--- src/core/prox_pkg.sv ---
package prox_pkg;

  // ----------------------------------------------------------------
  // Clock and timing
  // ----------------------------------------------------------------
  localparam int unsigned CLK_HZ = 20_000_000;
  localparam int unsigned CYC_PER_US = CLK_HZ / 1_000_000;
  localparam int unsigned SAMPLE_UNIT_US = 88;
  localparam int unsigned SAMPLE_UNIT_CYC = SAMPLE_UNIT_US * CYC_PER_US;
  // Wait step of 2.78 ms, held in microseconds
  localparam int unsigned WAIT_UNIT_US = 2780;
  localparam int unsigned WAIT_UNIT_CYC = WAIT_UNIT_US * CYC_PER_US;
  localparam int unsigned LONG_WAIT_FACTOR = 12;

  // ----------------------------------------------------------------
  // Register map (byte addresses)
  // ----------------------------------------------------------------
  localparam logic [7:0] REG_CTRL = 8'h00;
  localparam logic [7:0] REG_PULSE = 8'h04;
  localparam logic [7:0] REG_TIMING = 8'h08;
  localparam logic [7:0] REG_STATUS = 8'h0C;
  localparam logic [7:0] REG_MASK = 8'h10;
  localparam logic [7:0] REG_STATE = 8'h14;

  // Field positions
  localparam int CTRL_PON_BIT = 0;
  localparam int CTRL_WAIT_EN_BIT = 1;
  localparam int CTRL_LONG_BIT = 2;
  localparam int CTRL_SAI_BIT = 3;
  localparam int PULSE_CNT_LSB = 0;
  localparam int PULSE_WID_LSB = 8;
  localparam int PULSE_DRV_LSB = 12;
  localparam int TIM_PERIOD_LSB = 0;
  localparam int TIM_WAIT_LSB = 8;
  localparam int TIM_AVG_LSB = 16;
  localparam int TIM_MAVG_LSB = 20;
  localparam int STATE_PULSES_LSB = 8;
  localparam int STATE_AVG_LSB = 16;

  // Writable bits and values after reset
  localparam logic [31:0] CTRL_WMASK = 32'h0000_000F;
  localparam logic [31:0] PULSE_WMASK = 32'h0000_373F;
  localparam logic [31:0] TIMING_WMASK = 32'h0037_FFFF;
  localparam logic [31:0] MASK_WMASK = 32'h0000_0003;
  localparam logic [31:0] CTRL_RESET = 32'h0000_0000;
  localparam logic [31:0] PULSE_RESET = 32'h0000_0503;
  localparam logic [31:0] TIMING_RESET = 32'h0000_001F;
  localparam logic [31:0] MASK_RESET = 32'h0000_0000;

  localparam logic [1:0] RESP_OKAY = 2'b00;
  localparam logic [1:0] RESP_SLVERR = 2'b10;

  // ----------------------------------------------------------------
  // Types
  // ----------------------------------------------------------------
  typedef enum logic [1:0] {ST_SLEEP, ST_ACTIVE, ST_IDLE, ST_HALT} state_t;

  typedef struct packed {
    logic power_on;
    logic wait_en;
    logic long_wait;
    logic sleep_after_interrupt;
    logic [5:0] pulse_count;
    logic [2:0] pulse_width;
    logic [1:0] drive;
    logic [7:0] sample_period;
    logic [7:0] inter_sample_wait;
    logic [2:0] avg_log2;
    logic [1:0] mavg_log2;
  } cfg_t;

  // Pulse high time in clock cycles: 1/2/4/8/12/16/24/32 us
  function automatic logic [9:0] pulse_cycles(input logic [2:0] code);
    logic [5:0] us;
    case (code)
      3'd0: us = 6'd1;
      3'd1: us = 6'd2;
      3'd2: us = 6'd4;
      3'd3: us = 6'd8;
      3'd4: us = 6'd12;
      3'd5: us = 6'd16;
      3'd6: us = 6'd24;
      default: us = 6'd32;
    endcase
    return 10'({4'h0, us} * 10'(CYC_PER_US));
  endfunction : pulse_cycles

endpackage : prox_pkg

--- src/core/proximity_cycle_sequencer.sv ---
`timescale 1ns/1ns

// Contract
// - While powered, the measurement loop repeats, timed from configuration.
// - A sample is a programmable pulse train; emitter on only when pulse high.
// - Pulse count gives one to sixty-four pulses per sample.
// - Pulse width picks high time from one to thirty-two microseconds.
// - Sample period sets minimum sample length, 88 us to 22528 us.
// - Pulsing happens only in active state, never idle or sleep.
// - Optional wait between cycles, 2.78 ms to 712 ms.
// - Long-wait flag multiplies the wait by twelve.
// - Hardware averaging repeats 1 to 128 samples into one result.
// - Moving average delays results only at loop start.
// - Drive strength changes drive level only, never timing.
// - Emitter enable on only in pulse high time and active state; emitter_drive holds the latched level in every state.
// - Wait is (field+1)*2.78 ms before the long extension.
// - Sleep when power bit clear; else active sampling, idle otherwise.
// - Sleep-after-interrupt halts after interrupt until host clears flags.
module proximity_cycle_sequencer #(
  parameter int unsigned WAIT_UNIT_CYC = prox_pkg::WAIT_UNIT_CYC
) (
  // Clock and reset
  input wire logic aclk,
  input wire logic aresetn,
  // AXI4-Lite write
  input wire logic [7:0] awaddr,
  input wire logic awvalid,
  output logic awready,
  input wire logic [31:0] wdata,
  input wire logic [3:0] wstrb,
  input wire logic wvalid,
  output logic wready,
  output logic [1:0] bresp,
  output logic bvalid,
  input wire logic bready,
  // AXI4-Lite read
  input wire logic [7:0] araddr,
  input wire logic arvalid,
  output logic arready,
  output logic [31:0] rdata,
  output logic [1:0] rresp,
  output logic rvalid,
  input wire logic rready,
  // Emitter and state
  output logic emitter_en,
  output logic [1:0] emitter_drive,
  output logic active,
  output logic sleeping,
  output logic irq
);

  // ----------------------------------------------------------------
  // Register bus
  // ----------------------------------------------------------------
  logic [31:0] ctrl_q, pulse_q, timing_q, mask_q;
  logic aw_hold, w_hold, rd_hit;
  logic [7:0] aw_addr_q;
  logic [31:0] w_data_q, rd_word;
  logic [3:0] w_strb_q;
  logic [1:0] stat;
  function automatic logic [31:0] merge(input logic [31:0] old,
                                        input logic [31:0] data,
                                        input logic [3:0] strb,
                                        input logic [31:0] wmask);
    logic [31:0] lanes;
    lanes = {{8{strb[3]}}, {8{strb[2]}}, {8{strb[1]}}, {8{strb[0]}}};
    return ((old & ~lanes) | (data & lanes)) & wmask;
  endfunction : merge
  wire aw_fire = awvalid && awready;
  wire w_fire = wvalid && wready;
  wire have_aw = aw_hold || aw_fire;
  wire have_w = w_hold || w_fire;
  wire wr_go = have_aw && have_w;
  wire [7:0] wr_addr = aw_hold ? aw_addr_q : awaddr;
  wire [31:0] wr_data = w_hold ? w_data_q : wdata;
  wire [3:0] wr_strb = w_hold ? w_strb_q : wstrb;
  wire wr_ctrl = wr_go && wr_addr == prox_pkg::REG_CTRL;
  wire wr_pulse = wr_go && wr_addr == prox_pkg::REG_PULSE;
  wire wr_timing = wr_go && wr_addr == prox_pkg::REG_TIMING;
  wire wr_mask = wr_go && wr_addr == prox_pkg::REG_MASK;
  wire wr_ok = wr_ctrl || wr_pulse || wr_timing || wr_mask ||
               wr_addr == prox_pkg::REG_STATUS;
  wire ar_fire = arvalid && arready;
  wire rd_clr = ar_fire && araddr == prox_pkg::REG_STATUS;
  assign awready = !aw_hold && !bvalid;
  assign wready = !w_hold && !bvalid;
  assign arready = !rvalid;
  always_ff @(posedge aclk) begin
    if (!aresetn) begin
      aw_hold <= 1'b0;
      w_hold <= 1'b0;
      aw_addr_q <= 8'h00;
      w_data_q <= 32'h0000_0000;
      w_strb_q <= 4'h0;
      bvalid <= 1'b0;
      bresp <= prox_pkg::RESP_OKAY;
    end else begin
      aw_hold <= have_aw && !wr_go;
      w_hold <= have_w && !wr_go;
      if (aw_fire) aw_addr_q <= awaddr;
      if (w_fire) begin
        w_data_q <= wdata;
        w_strb_q <= wstrb;
      end
      if (wr_go) begin
        bvalid <= 1'b1;
        bresp <= wr_ok ? prox_pkg::RESP_OKAY : prox_pkg::RESP_SLVERR;
      end else if (bready) begin
        bvalid <= 1'b0;
      end
    end
  end

  always_ff @(posedge aclk) begin
    if (!aresetn) begin
      ctrl_q <= prox_pkg::CTRL_RESET;
      pulse_q <= prox_pkg::PULSE_RESET;
      timing_q <= prox_pkg::TIMING_RESET;
      mask_q <= prox_pkg::MASK_RESET;
    end else begin
      if (wr_ctrl)
        ctrl_q <= merge(ctrl_q, wr_data, wr_strb, prox_pkg::CTRL_WMASK);
      if (wr_pulse)
        pulse_q <= merge(pulse_q, wr_data, wr_strb, prox_pkg::PULSE_WMASK);
      if (wr_timing)
        timing_q <= merge(timing_q, wr_data, wr_strb, prox_pkg::TIMING_WMASK);
      if (wr_mask)
        mask_q <= merge(mask_q, wr_data, wr_strb, prox_pkg::MASK_WMASK);
    end
  end

  // ----------------------------------------------------------------
  // Configuration decode
  // ----------------------------------------------------------------
  prox_pkg::cfg_t cfg, lat;
  prox_pkg::state_t st;
  logic [19:0] samp_cnt;
  logic [9:0] ph_cnt;
  logic ph_high;
  logic [6:0] pulses_done;
  logic [7:0] avg_left;
  logic [31:0] wait_cnt;
  logic [2:0] warm_cnt;
  function automatic logic [7:0] pow2_minus1(input logic [2:0] code);
    return 8'((9'h001 << code) - 9'h001);
  endfunction : pow2_minus1
  assign cfg.power_on = ctrl_q[prox_pkg::CTRL_PON_BIT];
  assign cfg.wait_en = ctrl_q[prox_pkg::CTRL_WAIT_EN_BIT];
  assign cfg.long_wait = ctrl_q[prox_pkg::CTRL_LONG_BIT];
  assign cfg.sleep_after_interrupt = ctrl_q[prox_pkg::CTRL_SAI_BIT];
  assign cfg.pulse_count = pulse_q[prox_pkg::PULSE_CNT_LSB +: 6];
  assign cfg.pulse_width = pulse_q[prox_pkg::PULSE_WID_LSB +: 3];
  assign cfg.drive = pulse_q[prox_pkg::PULSE_DRV_LSB +: 2];
  assign cfg.sample_period = timing_q[prox_pkg::TIM_PERIOD_LSB +: 8];
  assign cfg.inter_sample_wait = timing_q[prox_pkg::TIM_WAIT_LSB +: 8];
  assign cfg.avg_log2 = timing_q[prox_pkg::TIM_AVG_LSB +: 3];
  assign cfg.mavg_log2 = timing_q[prox_pkg::TIM_MAVG_LSB +: 2];

  // ----------------------------------------------------------------
  // Cycle timing
  // ----------------------------------------------------------------
  wire [19:0] period_cyc = 20'(({12'h000, lat.sample_period} + 20'h0_0001)
                           * 20'(prox_pkg::SAMPLE_UNIT_CYC));
  wire [31:0] wait_base = 32'(({24'h00_0000, lat.inter_sample_wait}
                          + 32'h0000_0001) * WAIT_UNIT_CYC);
  wire [31:0] wait_target = lat.long_wait ?
                            32'(wait_base * prox_pkg::LONG_WAIT_FACTOR) :
                            wait_base;
  wire [9:0] width_cyc = prox_pkg::pulse_cycles(lat.pulse_width);
  wire [6:0] pulse_total = {1'b0, lat.pulse_count} + 7'd1;
  wire pulses_all = pulses_done == pulse_total;
  // Sample cannot end before the last pulse, which stretches short periods
  wire samp_end = st == prox_pkg::ST_ACTIVE && pulses_all &&
                  samp_cnt >= period_cyc - 20'h0_0001;
  wire cyc_end = samp_end && avg_left == 8'h00;
  wire [7:0] mavg_need = pow2_minus1({1'b0, cfg.mavg_log2});
  wire result_ok = warm_cnt >= mavg_need[2:0];
  wire idle_go = st == prox_pkg::ST_IDLE && !(cfg.sleep_after_interrupt && irq) &&
                 (!lat.wait_en || wait_cnt == wait_target - 32'h0000_0001);
  wire go_sample = cfg.power_on && (st == prox_pkg::ST_SLEEP || idle_go ||
                   (samp_end && avg_left != 8'h00));

  // ----------------------------------------------------------------
  // Loop state
  // ----------------------------------------------------------------
  always_ff @(posedge aclk) begin
    if (!aresetn) begin
      st <= prox_pkg::ST_SLEEP;
    end else if (!cfg.power_on) begin
      st <= prox_pkg::ST_SLEEP;
    end else begin
      case (st)
        prox_pkg::ST_SLEEP: st <= prox_pkg::ST_ACTIVE;
        prox_pkg::ST_ACTIVE: if (cyc_end) st <= prox_pkg::ST_IDLE;
        prox_pkg::ST_IDLE: begin
          if (cfg.sleep_after_interrupt && irq) st <= prox_pkg::ST_HALT;
          else if (idle_go) st <= prox_pkg::ST_ACTIVE;
        end
        // Oscillator stopped; irq falling, from a flag clear or a mask write, wakes the loop
        prox_pkg::ST_HALT: if (!irq) st <= prox_pkg::ST_IDLE;
        default: st <= prox_pkg::ST_SLEEP;
      endcase
    end
  end

  // Pulse train within one sample
  always_ff @(posedge aclk) begin
    if (!aresetn) begin
      lat <= '0;
      samp_cnt <= 20'h0_0000;
      ph_cnt <= 10'h000;
      ph_high <= 1'b0;
      pulses_done <= 7'h00;
    end else if (go_sample) begin
      lat <= cfg;
      samp_cnt <= 20'h0_0000;
      ph_high <= 1'b1;
      ph_cnt <= prox_pkg::pulse_cycles(cfg.pulse_width) - 10'h001;
      pulses_done <= 7'h00;
    end else if (st == prox_pkg::ST_ACTIVE && cfg.power_on) begin
      samp_cnt <= samp_cnt + 20'h0_0001;
      if (ph_cnt != 10'h000) begin
        ph_cnt <= ph_cnt - 10'h001;
      end else if (ph_high) begin
        ph_high <= 1'b0;
        pulses_done <= pulses_done + 7'h01;
        ph_cnt <= width_cyc - 10'h001;
      end else if (!pulses_all) begin
        ph_high <= 1'b1;
        ph_cnt <= width_cyc - 10'h001;
      end
    end else begin
      ph_high <= 1'b0;
    end
  end
  // Averaging, wait and warm-up counters
  always_ff @(posedge aclk) begin
    if (!aresetn) begin
      avg_left <= 8'h00;
      wait_cnt <= 32'h0000_0000;
      warm_cnt <= 3'h0;
    end else if (!cfg.power_on || st == prox_pkg::ST_SLEEP) begin
      avg_left <= pow2_minus1(cfg.avg_log2);
      wait_cnt <= 32'h0000_0000;
      warm_cnt <= 3'h0;
    end else begin
      if (cyc_end) begin
        avg_left <= pow2_minus1(cfg.avg_log2);
        if (!result_ok) warm_cnt <= warm_cnt + 3'h1;
      end else if (samp_end) begin
        avg_left <= avg_left - 8'h01;
      end
      if (st == prox_pkg::ST_IDLE && !idle_go)
        wait_cnt <= wait_cnt + 32'h0000_0001;
      else
        wait_cnt <= 32'h0000_0000;
    end
  end

  // ----------------------------------------------------------------
  // Status, interrupt and read data
  // ----------------------------------------------------------------
  // Set wins over a clear by read in the same cycle
  wire [1:0] stat_set = {cyc_end && result_ok, samp_end};
  wire [1:0] next_stat = (rd_clr ? 2'b00 : stat) | stat_set;

  always_ff @(posedge aclk) begin
    if (!aresetn) begin
      stat <= 2'b00;
      irq <= 1'b0;
    end else begin
      stat <= next_stat;
      irq <= |(next_stat & mask_q[1:0]);
    end
  end

  always_comb begin
    rd_word = 32'h0000_0000;
    rd_hit = 1'b1;
    if (araddr == prox_pkg::REG_CTRL) rd_word = ctrl_q;
    else if (araddr == prox_pkg::REG_PULSE) rd_word = pulse_q;
    else if (araddr == prox_pkg::REG_TIMING) rd_word = timing_q;
    else if (araddr == prox_pkg::REG_STATUS) rd_word = {30'h0, stat};
    else if (araddr == prox_pkg::REG_MASK) rd_word = mask_q;
    else if (araddr == prox_pkg::REG_STATE) begin
      rd_word[1:0] = st;
      rd_word[prox_pkg::STATE_PULSES_LSB +: 7] = pulses_done;
      rd_word[prox_pkg::STATE_AVG_LSB +: 8] = avg_left;
    end else rd_hit = 1'b0;
  end

  always_ff @(posedge aclk) begin
    if (!aresetn) begin
      rvalid <= 1'b0;
      rdata <= 32'h0000_0000;
      rresp <= prox_pkg::RESP_OKAY;
    end else if (ar_fire) begin
      rvalid <= 1'b1;
      rdata <= rd_word;
      rresp <= rd_hit ? prox_pkg::RESP_OKAY : prox_pkg::RESP_SLVERR;
    end else if (rready) begin
      rvalid <= 1'b0;
    end
  end

  assign emitter_en = ph_high;
  assign emitter_drive = lat.drive;
  assign active = st == prox_pkg::ST_ACTIVE;
  assign sleeping = st == prox_pkg::ST_SLEEP || st == prox_pkg::ST_HALT;
  // ----------------------------------------------------------------
  // Checks
  // ----------------------------------------------------------------
  logic [9:0] hi_len;
  logic [6:0] rises;
  logic emit_d;
  logic [31:0] idle_len;
  always_ff @(posedge aclk) begin
    if (!aresetn) begin
      hi_len <= 10'h000;
      rises <= 7'h00;
      emit_d <= 1'b0;
      idle_len <= 32'h0000_0000;
    end else begin
      hi_len <= emitter_en ? hi_len + 10'h001 : 10'h000;
      emit_d <= emitter_en;
      if (samp_end || !active) rises <= 7'h00;
      else if (emitter_en && !emit_d) rises <= rises + 7'h01;
      idle_len <= st == prox_pkg::ST_IDLE ? idle_len + 32'h0000_0001 :
                  32'h0000_0000;
    end
  end
endmodule : proximity_cycle_sequencer

--- config.mk ---
export PLATFORM = sky130hd
export DESIGN_NAME = proximity_cycle_sequencer
export DESIGN_NICKNAME = d
export VERILOG_FILES = /design/src/core/prox_pkg.sv /design/src/core/proximity_cycle_sequencer.sv
export SDC_FILE = /design/constraint.sdc
export NUM_CORES = 1
export LEC_CHECK = 0
export ABC_CLOCK_PERIOD_IN_PS = 11000
export BUFFER_PORTS_ARGS = -buffer_cell sky130_fd_sc_hd__buf_4
export CAP_MARGIN = 20
export CORE_MARGIN = 2
export CORE_UTILIZATION = 63
export DETAILED_ROUTE_END_ITERATION = 12
export GPL_ROUTABILITY_DRIVEN = 1
export PLACE_DENSITY = 0.82
export SYNTH_ARGS = -nofsm -noshare
export SYNTH_HDL_FRONTEND = slang
export SYNTH_SLANG_ARGS = --single-unit
--- constraint.sdc ---
create_clock -name aclk -period 11 [get_ports aclk]
set_input_delay 1.1 -clock aclk [delete_from_list [all_inputs] [get_ports aclk]]
set_output_delay 1.1 -clock aclk [all_outputs]
set_load 0.02 [all_outputs]
=== Word-level counts from Yosys, hierarchy flattened ===
Index checks and enable logic that the tools add are counted.

* RAM bits: 0
* Memories kept: 0
* Register bits after elaboration: 226
* ROM bits: 0
* Logic and storage cells: 216
* Bits in latches: 0

* Divide/modulo/power cells: 0
* Multiplexer cells: 49
* Multipliers: 5
* Equal/unequal tests: 31
* Shift-type cells: 2
* Magnitude comparators: 2
* Bitwise gates (word level): 16
* Reductions and logical operators: 65
* Add/subtract/negate cells: 15

{| class="wikitable"
|+ Operator list
! cell !! count
|-
| 24-bit 2-to-1 mux || 4
|-
| 6-bit one-hot mux with 7 select lines || 2
|-
| 10-bit 2-to-1 mux || 5
|-
| 8-bit 2-to-1 mux || 6
|-
| 22-bit bitwise AND || 2
|-
| 32-bit by 1-bit adder with 32-bit output (second input constant) || 1
|-
| 32-bit equality test || 1
|-
| 8-bit by 4-bit equality test with 1-bit output (second input constant) || 4
|-
| 10-bit by 1-bit subtractor with 10-bit output (second input constant) || 3
|-
| 29-bit by 1-bit subtractor with 30-bit output (second input constant) || 1
|-
| 29-bit 2-to-1 mux || 1
|-
| 8-bit by 5-bit equality test with 1-bit output (second input constant) || 3
|-
| 1-bit logical AND || 24
|-
| 8-bit zero test || 3
|-
| 21-bit by 2-bit multiplier with 23-bit output (second input constant) || 1
|-
| 22-bit 2-to-1 mux || 1
|-
| 22-bit NOT || 1
|-
| 22-bit OR || 1
|-
| 9-bit by 12-bit multiplier with 21-bit output (second input constant) || 1
|-
| 20-bit by 1-bit adder with 20-bit output (second input constant) || 1
|-
| 20-bit >= comparator || 1
|-
| 20-bit by 1-bit subtractor with 20-bit output (second input constant) || 1
|-
| 8-bit by 1-bit adder with 9-bit output (second input constant) || 2
|-
| 3-bit equality test (second input constant) || 6
|-
| other kinds (46) || 109
|}

=== Longest topological paths before layout ===
* Depth in word-level cells: 16
* Depth in mapped cells: 37

=== Least setup slack after synthesis ===
No wires, ideal clock.

* Path kind: reg2reg
* Start: reg lat[5] (netlist name)
* End: reg samp_cnt[12]
* Required time: 10.885 ns
* Library setup time: 0.115 ns
* Period minus slack after synthesis: 7.815 ns
* Arrival time: 7.700 ns
* Buffers on the path: 3
* Setup slack: 3.185 ns
* Stages on the path, launching flop included: 32
* Cells stage by stage: dfxtp_1 -> clkinv_1 -> ha_1 -> ha_1 -> inv_1 -> fa_1 -> inv_1 -> fa_1 -> fa_1 -> ha_1 -> clkbuf_1 -> and4_1 -> o21ai_0 -> a21oi_2 -> or3_1 -> and2_1 -> ha_1 -> and3_1 -> and2_1 -> a222oi_1 -> a21oi_1 -> o221ai_1 -> nand2b_1 -> a211o_1 -> a21oi_1 -> o221a_2 -> nand4_1 -> o31ai_4 -> nand2b_1 -> buf_4 -> buf_6 -> nor2_1

* Word-level cells in the longest chain between the ends: 12

{| class="wikitable"
|+ Ends and longest elaborated chain
! what !! RTL line !! RTL
|-
| start, declared || proximity_cycle_sequencer.sv:135 || <nowiki>prox_pkg::cfg_t cfg, lat;</nowiki>
|-
| start signal, assigned || proximity_cycle_sequencer.sv:215 || <nowiki>lat <= cfg;</nowiki>
|-
| 8-bit by 1-bit adder with 9-bit output * || proximity_cycle_sequencer.sv:165 || <nowiki>+ 32'h0000_0001) * WAIT_UNIT_CYC);</nowiki>
|-
| 9-bit by 12-bit multiplier with 21-bit output * || proximity_cycle_sequencer.sv:165 ||
|-
| 21-bit by 2-bit multiplier with 23-bit output || proximity_cycle_sequencer.sv:167 || <nowiki>32'(wait_base * prox_pkg::LONG_WAIT_FACTOR) :</nowiki>
|-
| 29-bit 2-to-1 mux * || proximity_cycle_sequencer.sv:166 || <nowiki>wire [31:0] wait_target = lat.long_wait ?</nowiki>
|-
| 29-bit by 1-bit subtractor with 30-bit output * || proximity_cycle_sequencer.sv:179 || <nowiki>(!lat.wait_en || wait_cnt == wait_target - 32'h0000_0001);</nowiki>
|-
| 32-bit equality test * || proximity_cycle_sequencer.sv:179 ||
|-
| 1-bit logical OR * || proximity_cycle_sequencer.sv:179 ||
|-
| 1-bit logical AND * || proximity_cycle_sequencer.sv:178 || <nowiki>wire idle_go = st == prox_pkg::ST_IDLE && !(cfg.sleep_after_interrupt && irq) &&</nowiki>
|-
| 1-bit logical OR * (2 in a row) || proximity_cycle_sequencer.sv:180 || <nowiki>wire go_sample = cfg.power_on && (st == prox_pkg::ST_SLEEP || idle_go ||</nowiki>
|-
| 1-bit logical AND * || proximity_cycle_sequencer.sv:180 ||
|-
| 2-bit OR reduction (no line) * || - ||
|-
| end signal, assigned || proximity_cycle_sequencer.sv:221 || <nowiki>samp_cnt <= samp_cnt + 20'h0_0001;</nowiki>
|-
| end, declared || proximity_cycle_sequencer.sv:137 || <nowiki>logic [19:0] samp_cnt;</nowiki>
|}

Every way passes the cells marked *; elsewhere a longest branch is shown, timed or not.
A chain may end at the register's enable or synchronous reset.

=== Worst setup path in the final report ===
* Start: reg lat[5] (netlist name)
* End: reg ph_cnt[9]

* Word-level cells in the longest chain between the ends: 13
* Elaborated cells between the ends (all ways): 15
* Classes of those cells: add/sub: 2; mul: 2; eq/ne: 2; mux: 2; reduce/logical: 7

{| class="wikitable"
|+ Ends and longest elaborated chain
! what !! RTL line !! RTL
|-
| 8-bit by 1-bit adder with 9-bit output * || proximity_cycle_sequencer.sv:165 ||
|-
| 9-bit by 12-bit multiplier with 21-bit output * || proximity_cycle_sequencer.sv:165 ||
|-
| 21-bit by 2-bit multiplier with 23-bit output || proximity_cycle_sequencer.sv:167 ||
|-
| 29-bit 2-to-1 mux * || proximity_cycle_sequencer.sv:166 ||
|-
| 29-bit by 1-bit subtractor with 30-bit output * || proximity_cycle_sequencer.sv:179 ||
|-
| 32-bit equality test * || proximity_cycle_sequencer.sv:179 ||
|-
| 1-bit logical OR * || proximity_cycle_sequencer.sv:179 ||
|-
| 1-bit logical AND * || proximity_cycle_sequencer.sv:178 ||
|-
| 1-bit logical OR * (2 in a row) || proximity_cycle_sequencer.sv:180 ||
|-
| 1-bit logical AND * || proximity_cycle_sequencer.sv:180 ||
|-
| 4-bit by 2-bit inequality test with 1-bit output (no line) / 2-bit nonzero test (equally long branches) || - ||
|-
| 2-bit AND reduction (no line) || - ||
|-
| end signal, assigned || proximity_cycle_sequencer.sv:218 || <nowiki>ph_cnt <= prox_pkg::pulse_cycles(cfg.pulse_width) - 10'h001;</nowiki>
|-
| end signal, assigned || proximity_cycle_sequencer.sv:223 || <nowiki>ph_cnt <= ph_cnt - 10'h001;</nowiki>
|-
| end signal, assigned || proximity_cycle_sequencer.sv:227 || <nowiki>ph_cnt <= width_cyc - 10'h001;</nowiki>
|-
| end, declared || proximity_cycle_sequencer.sv:138 || <nowiki>logic [9:0] ph_cnt;</nowiki>
|}

Marks and branches as above.

==> metrics.txt <==
crit path max-delay cell type=buf_4; Final period util=0.874; worst hold path type=reg -> reg; reg2reg path depth=28; Synthesis Warnings=0; outcome=completed; Core ar.=26100 µm²; number of setup buffers added after CTS=0; Mean Syn Cell Area=8.11 µm²; max-slew violations=0; total of max-cap violations=0; Routed Antenna Nets=0; EDFF count, synth=0; Worst Hold Depth=1; cts hold-fix bufs=0; met2 usage in global routing=0.497; Hold Fails Final Rpt=0; worst setup margin=1.39 ns; #FFs+latches synth=215; gr usage total=0.281; CTS root buf=clkbuf_16; routed len/inst=16.6 µm; TritonCTS buffer count=22; die area=27900 µm²; post-synthesis cell type count=89; cell family with most CP delay=adder cells; share of layout cells above drive strength 1=0.0885; met1 usage=0.358; Die X=167 µm; min Tclk post-route=9.61 ns; placer congestion estimate=0.905; CTS tree=yes; most common cell in the netlist=nor2_1; Worst VDD drop=0.130 mV; CTS sink count=215; max incr delay on CP=0.67 ns; initial antenna violation count=0; FILL cells=2059; post-route insts no fill=2436; worst setup path category=reg -> reg; htree depth=1; Mapped Cells=2066; r2r endpoint=ph_cnt[9]$_SDFFE_PN0P_; crit end category=flop; vias in the first global route=14049; Site Rows=59; Die Ht=167 µm; arrival time at the worst endpoint=10.04 ns; Pleak=7.66 nW; GRT overflow=0; final setup vio count=0; DRC viols=0; Pwr Density=92.9 nW/µm²; hold endpoint=wait_cnt[0]$_SDFF_PP0_; pre-CTS setup slack=1.50 ns; WL final=40500 µm; placed cell count=2395; f_max=104 MHz; via count=14693; TNS Setup=0 ns; Worst Path Required=11.43 ns; Mapped Area=16700 µm²; reg2reg setup slack=1.39 ns; Top FF cell, synth=dfxtp_1; # IOs=106; grt peak-use layer=met2; vias per cell=6.03; ys async rst share=0; Clock Path Buffers=3; Starting Density=0.643; Tightest Pin Transition=1.09 ns; CP Max Fanout=76; top post-synthesis cells by count=nor2_1, nand2_1, dfxtp_1; P&R area growth vs syn=8.26%; buffers added on ports=83; post-synthesis sequential area ratio=0.257; first-pass GRT wire length=67100 µm; relative slew slack=0.272; Final Skew=0.0135 ns; clk slew on worst S/H paths=0.06 ns; synth top area cells=dfxtp_1, ha_1, fa_1; Synth top area share=0.257; largest net degree at the start of global routing=91; DRT iter0 DRCs=1014; HPWL Detailed=30400 µm; post-cts sizing count=0; unrepaired setup endpoints after global routing=false; Final Core Density=0.696; Hold Crit Start=wait_cnt[0]$_SDFF_PP0_; # diodes=0; DRT Pass-1 Iters=5; Worst Setup SP=lat[5]$_SDFFE_PN0P_; cell taking the most area after synthesis=dfxtp_1; r2r startpoint=lat[5]$_SDFFE_PN0P_; Startpoint Class=flop; Worst Path Buf+Inv=4; met3 usage=0.0238; Worst-Skew Late Latency=0.51 ns; Net count, final=2341
worst max path at each step:
stage / endpoint / slack, ns / cells past startpoint
6_report: ph_cnt[9]$_SDFFE_PN0P_ / 1.39 / 28
5_1_grt: ph_cnt[9]$_SDFFE_PN0P_ / 0.77 / 28
4_1_cts: samp_cnt[4]$_SDFFE_PP0P_ / 1.46 / 27
3_5_place_dp: samp_cnt[4]$_SDFFE_PP0P_ / 1.50 / 27
3_3_place_gp: samp_cnt[19]$_SDFFE_PP0P_ / 1.61 / 27
2_1_floorplan: samp_cnt[12]$_SDFFE_PP0P_ / 3.19 / 31
area by class of cell:
type,instances,area [µm²],area share
Multi-Input combinational cell,1620,11500,0.633
Clock inverter,6,73.8,0.00407
Inverter,134,504,0.0278
Clock buffer,33,652,0.0360
Sequential cell,215,4300,0.237
Timing Repair Buffer,93,703,0.0388
Tap cell,335,419,0.0231
metal layers:
layer | wire (µm) | share of wire
met3 | 1720 | 0.042
met4 | 1470 | 0.036
met2 | 19600 | 0.49
met5 | 0 | 0
met1 | 17600 | 0.44
through the flow:
step | total power, mW | hold WS (ns) | cell area (µm²)
after floorplan | 0.908 | 0.413 | 16800
after global placement | 0.947 | 0.422 | 17400
after detailed placement | 0.950 | 0.431 | 17400
after CTS | 1.69 | 0.454 | 18100
after global routing | 1.74 | 0.464 | 18100
final | 1.68 | 0.448 | 18100
cells in the final DEF (no fill, tap or decap), types with 22 or more instances in the layout:
| master | synthesis | final |
|---|---|---|
| nand4_1 | 28 | 28 |
| a211oi_1 | 43 | 43 |
| inv_1 | 131 | 131 |
| and3_1 | 22 | 22 |
| nand2_1 | 216 | 216 |
| a21oi_1 | 120 | 120 |
| o21ai_0 | 70 | 70 |
| buf_4 | 14 | 91 |
| clkbuf_16 | 0 | 22 |
| dfxtp_1 | 215 | 215 |
| xnor2_1 | 85 | 85 |
| ha_1 | 153 | 153 |
| a21o_1 | 26 | 26 |
| nand3_1 | 90 | 90 |
| xor2_1 | 74 | 74 |
| nor3_1 | 41 | 41 |
| mux2i_1 | 59 | 59 |
| fa_1 | 43 | 43 |
| nor2_1 | 218 | 218 |
report_power, final:
part / total (mW) / switching (mW) / internal (mW)
clock network: 0.748 / 0.313 / 0.435
logic: 0.128 / 0.0799 / 0.0486
registers: 0.808 / 0.0126 / 0.795
kinds of logic (layout without fill, tap and decap cells):
logic type,count (synthesis),in the layout,share of synthesized area
other,1,10,0.000224
AND/OR/NAND/NOR,739,739,0.205
buffers and inverters,240,266,0.0604
AO/OA/AOI/OAI,437,437,0.178
flip-flops,215,215,0.257
adder cells (fa/ha/maj),196,196,0.166
multiplexers,78,78,0.0487
XOR/XNOR,160,160,0.0846
Note: power is estimated with default switching activity, not from simulation.
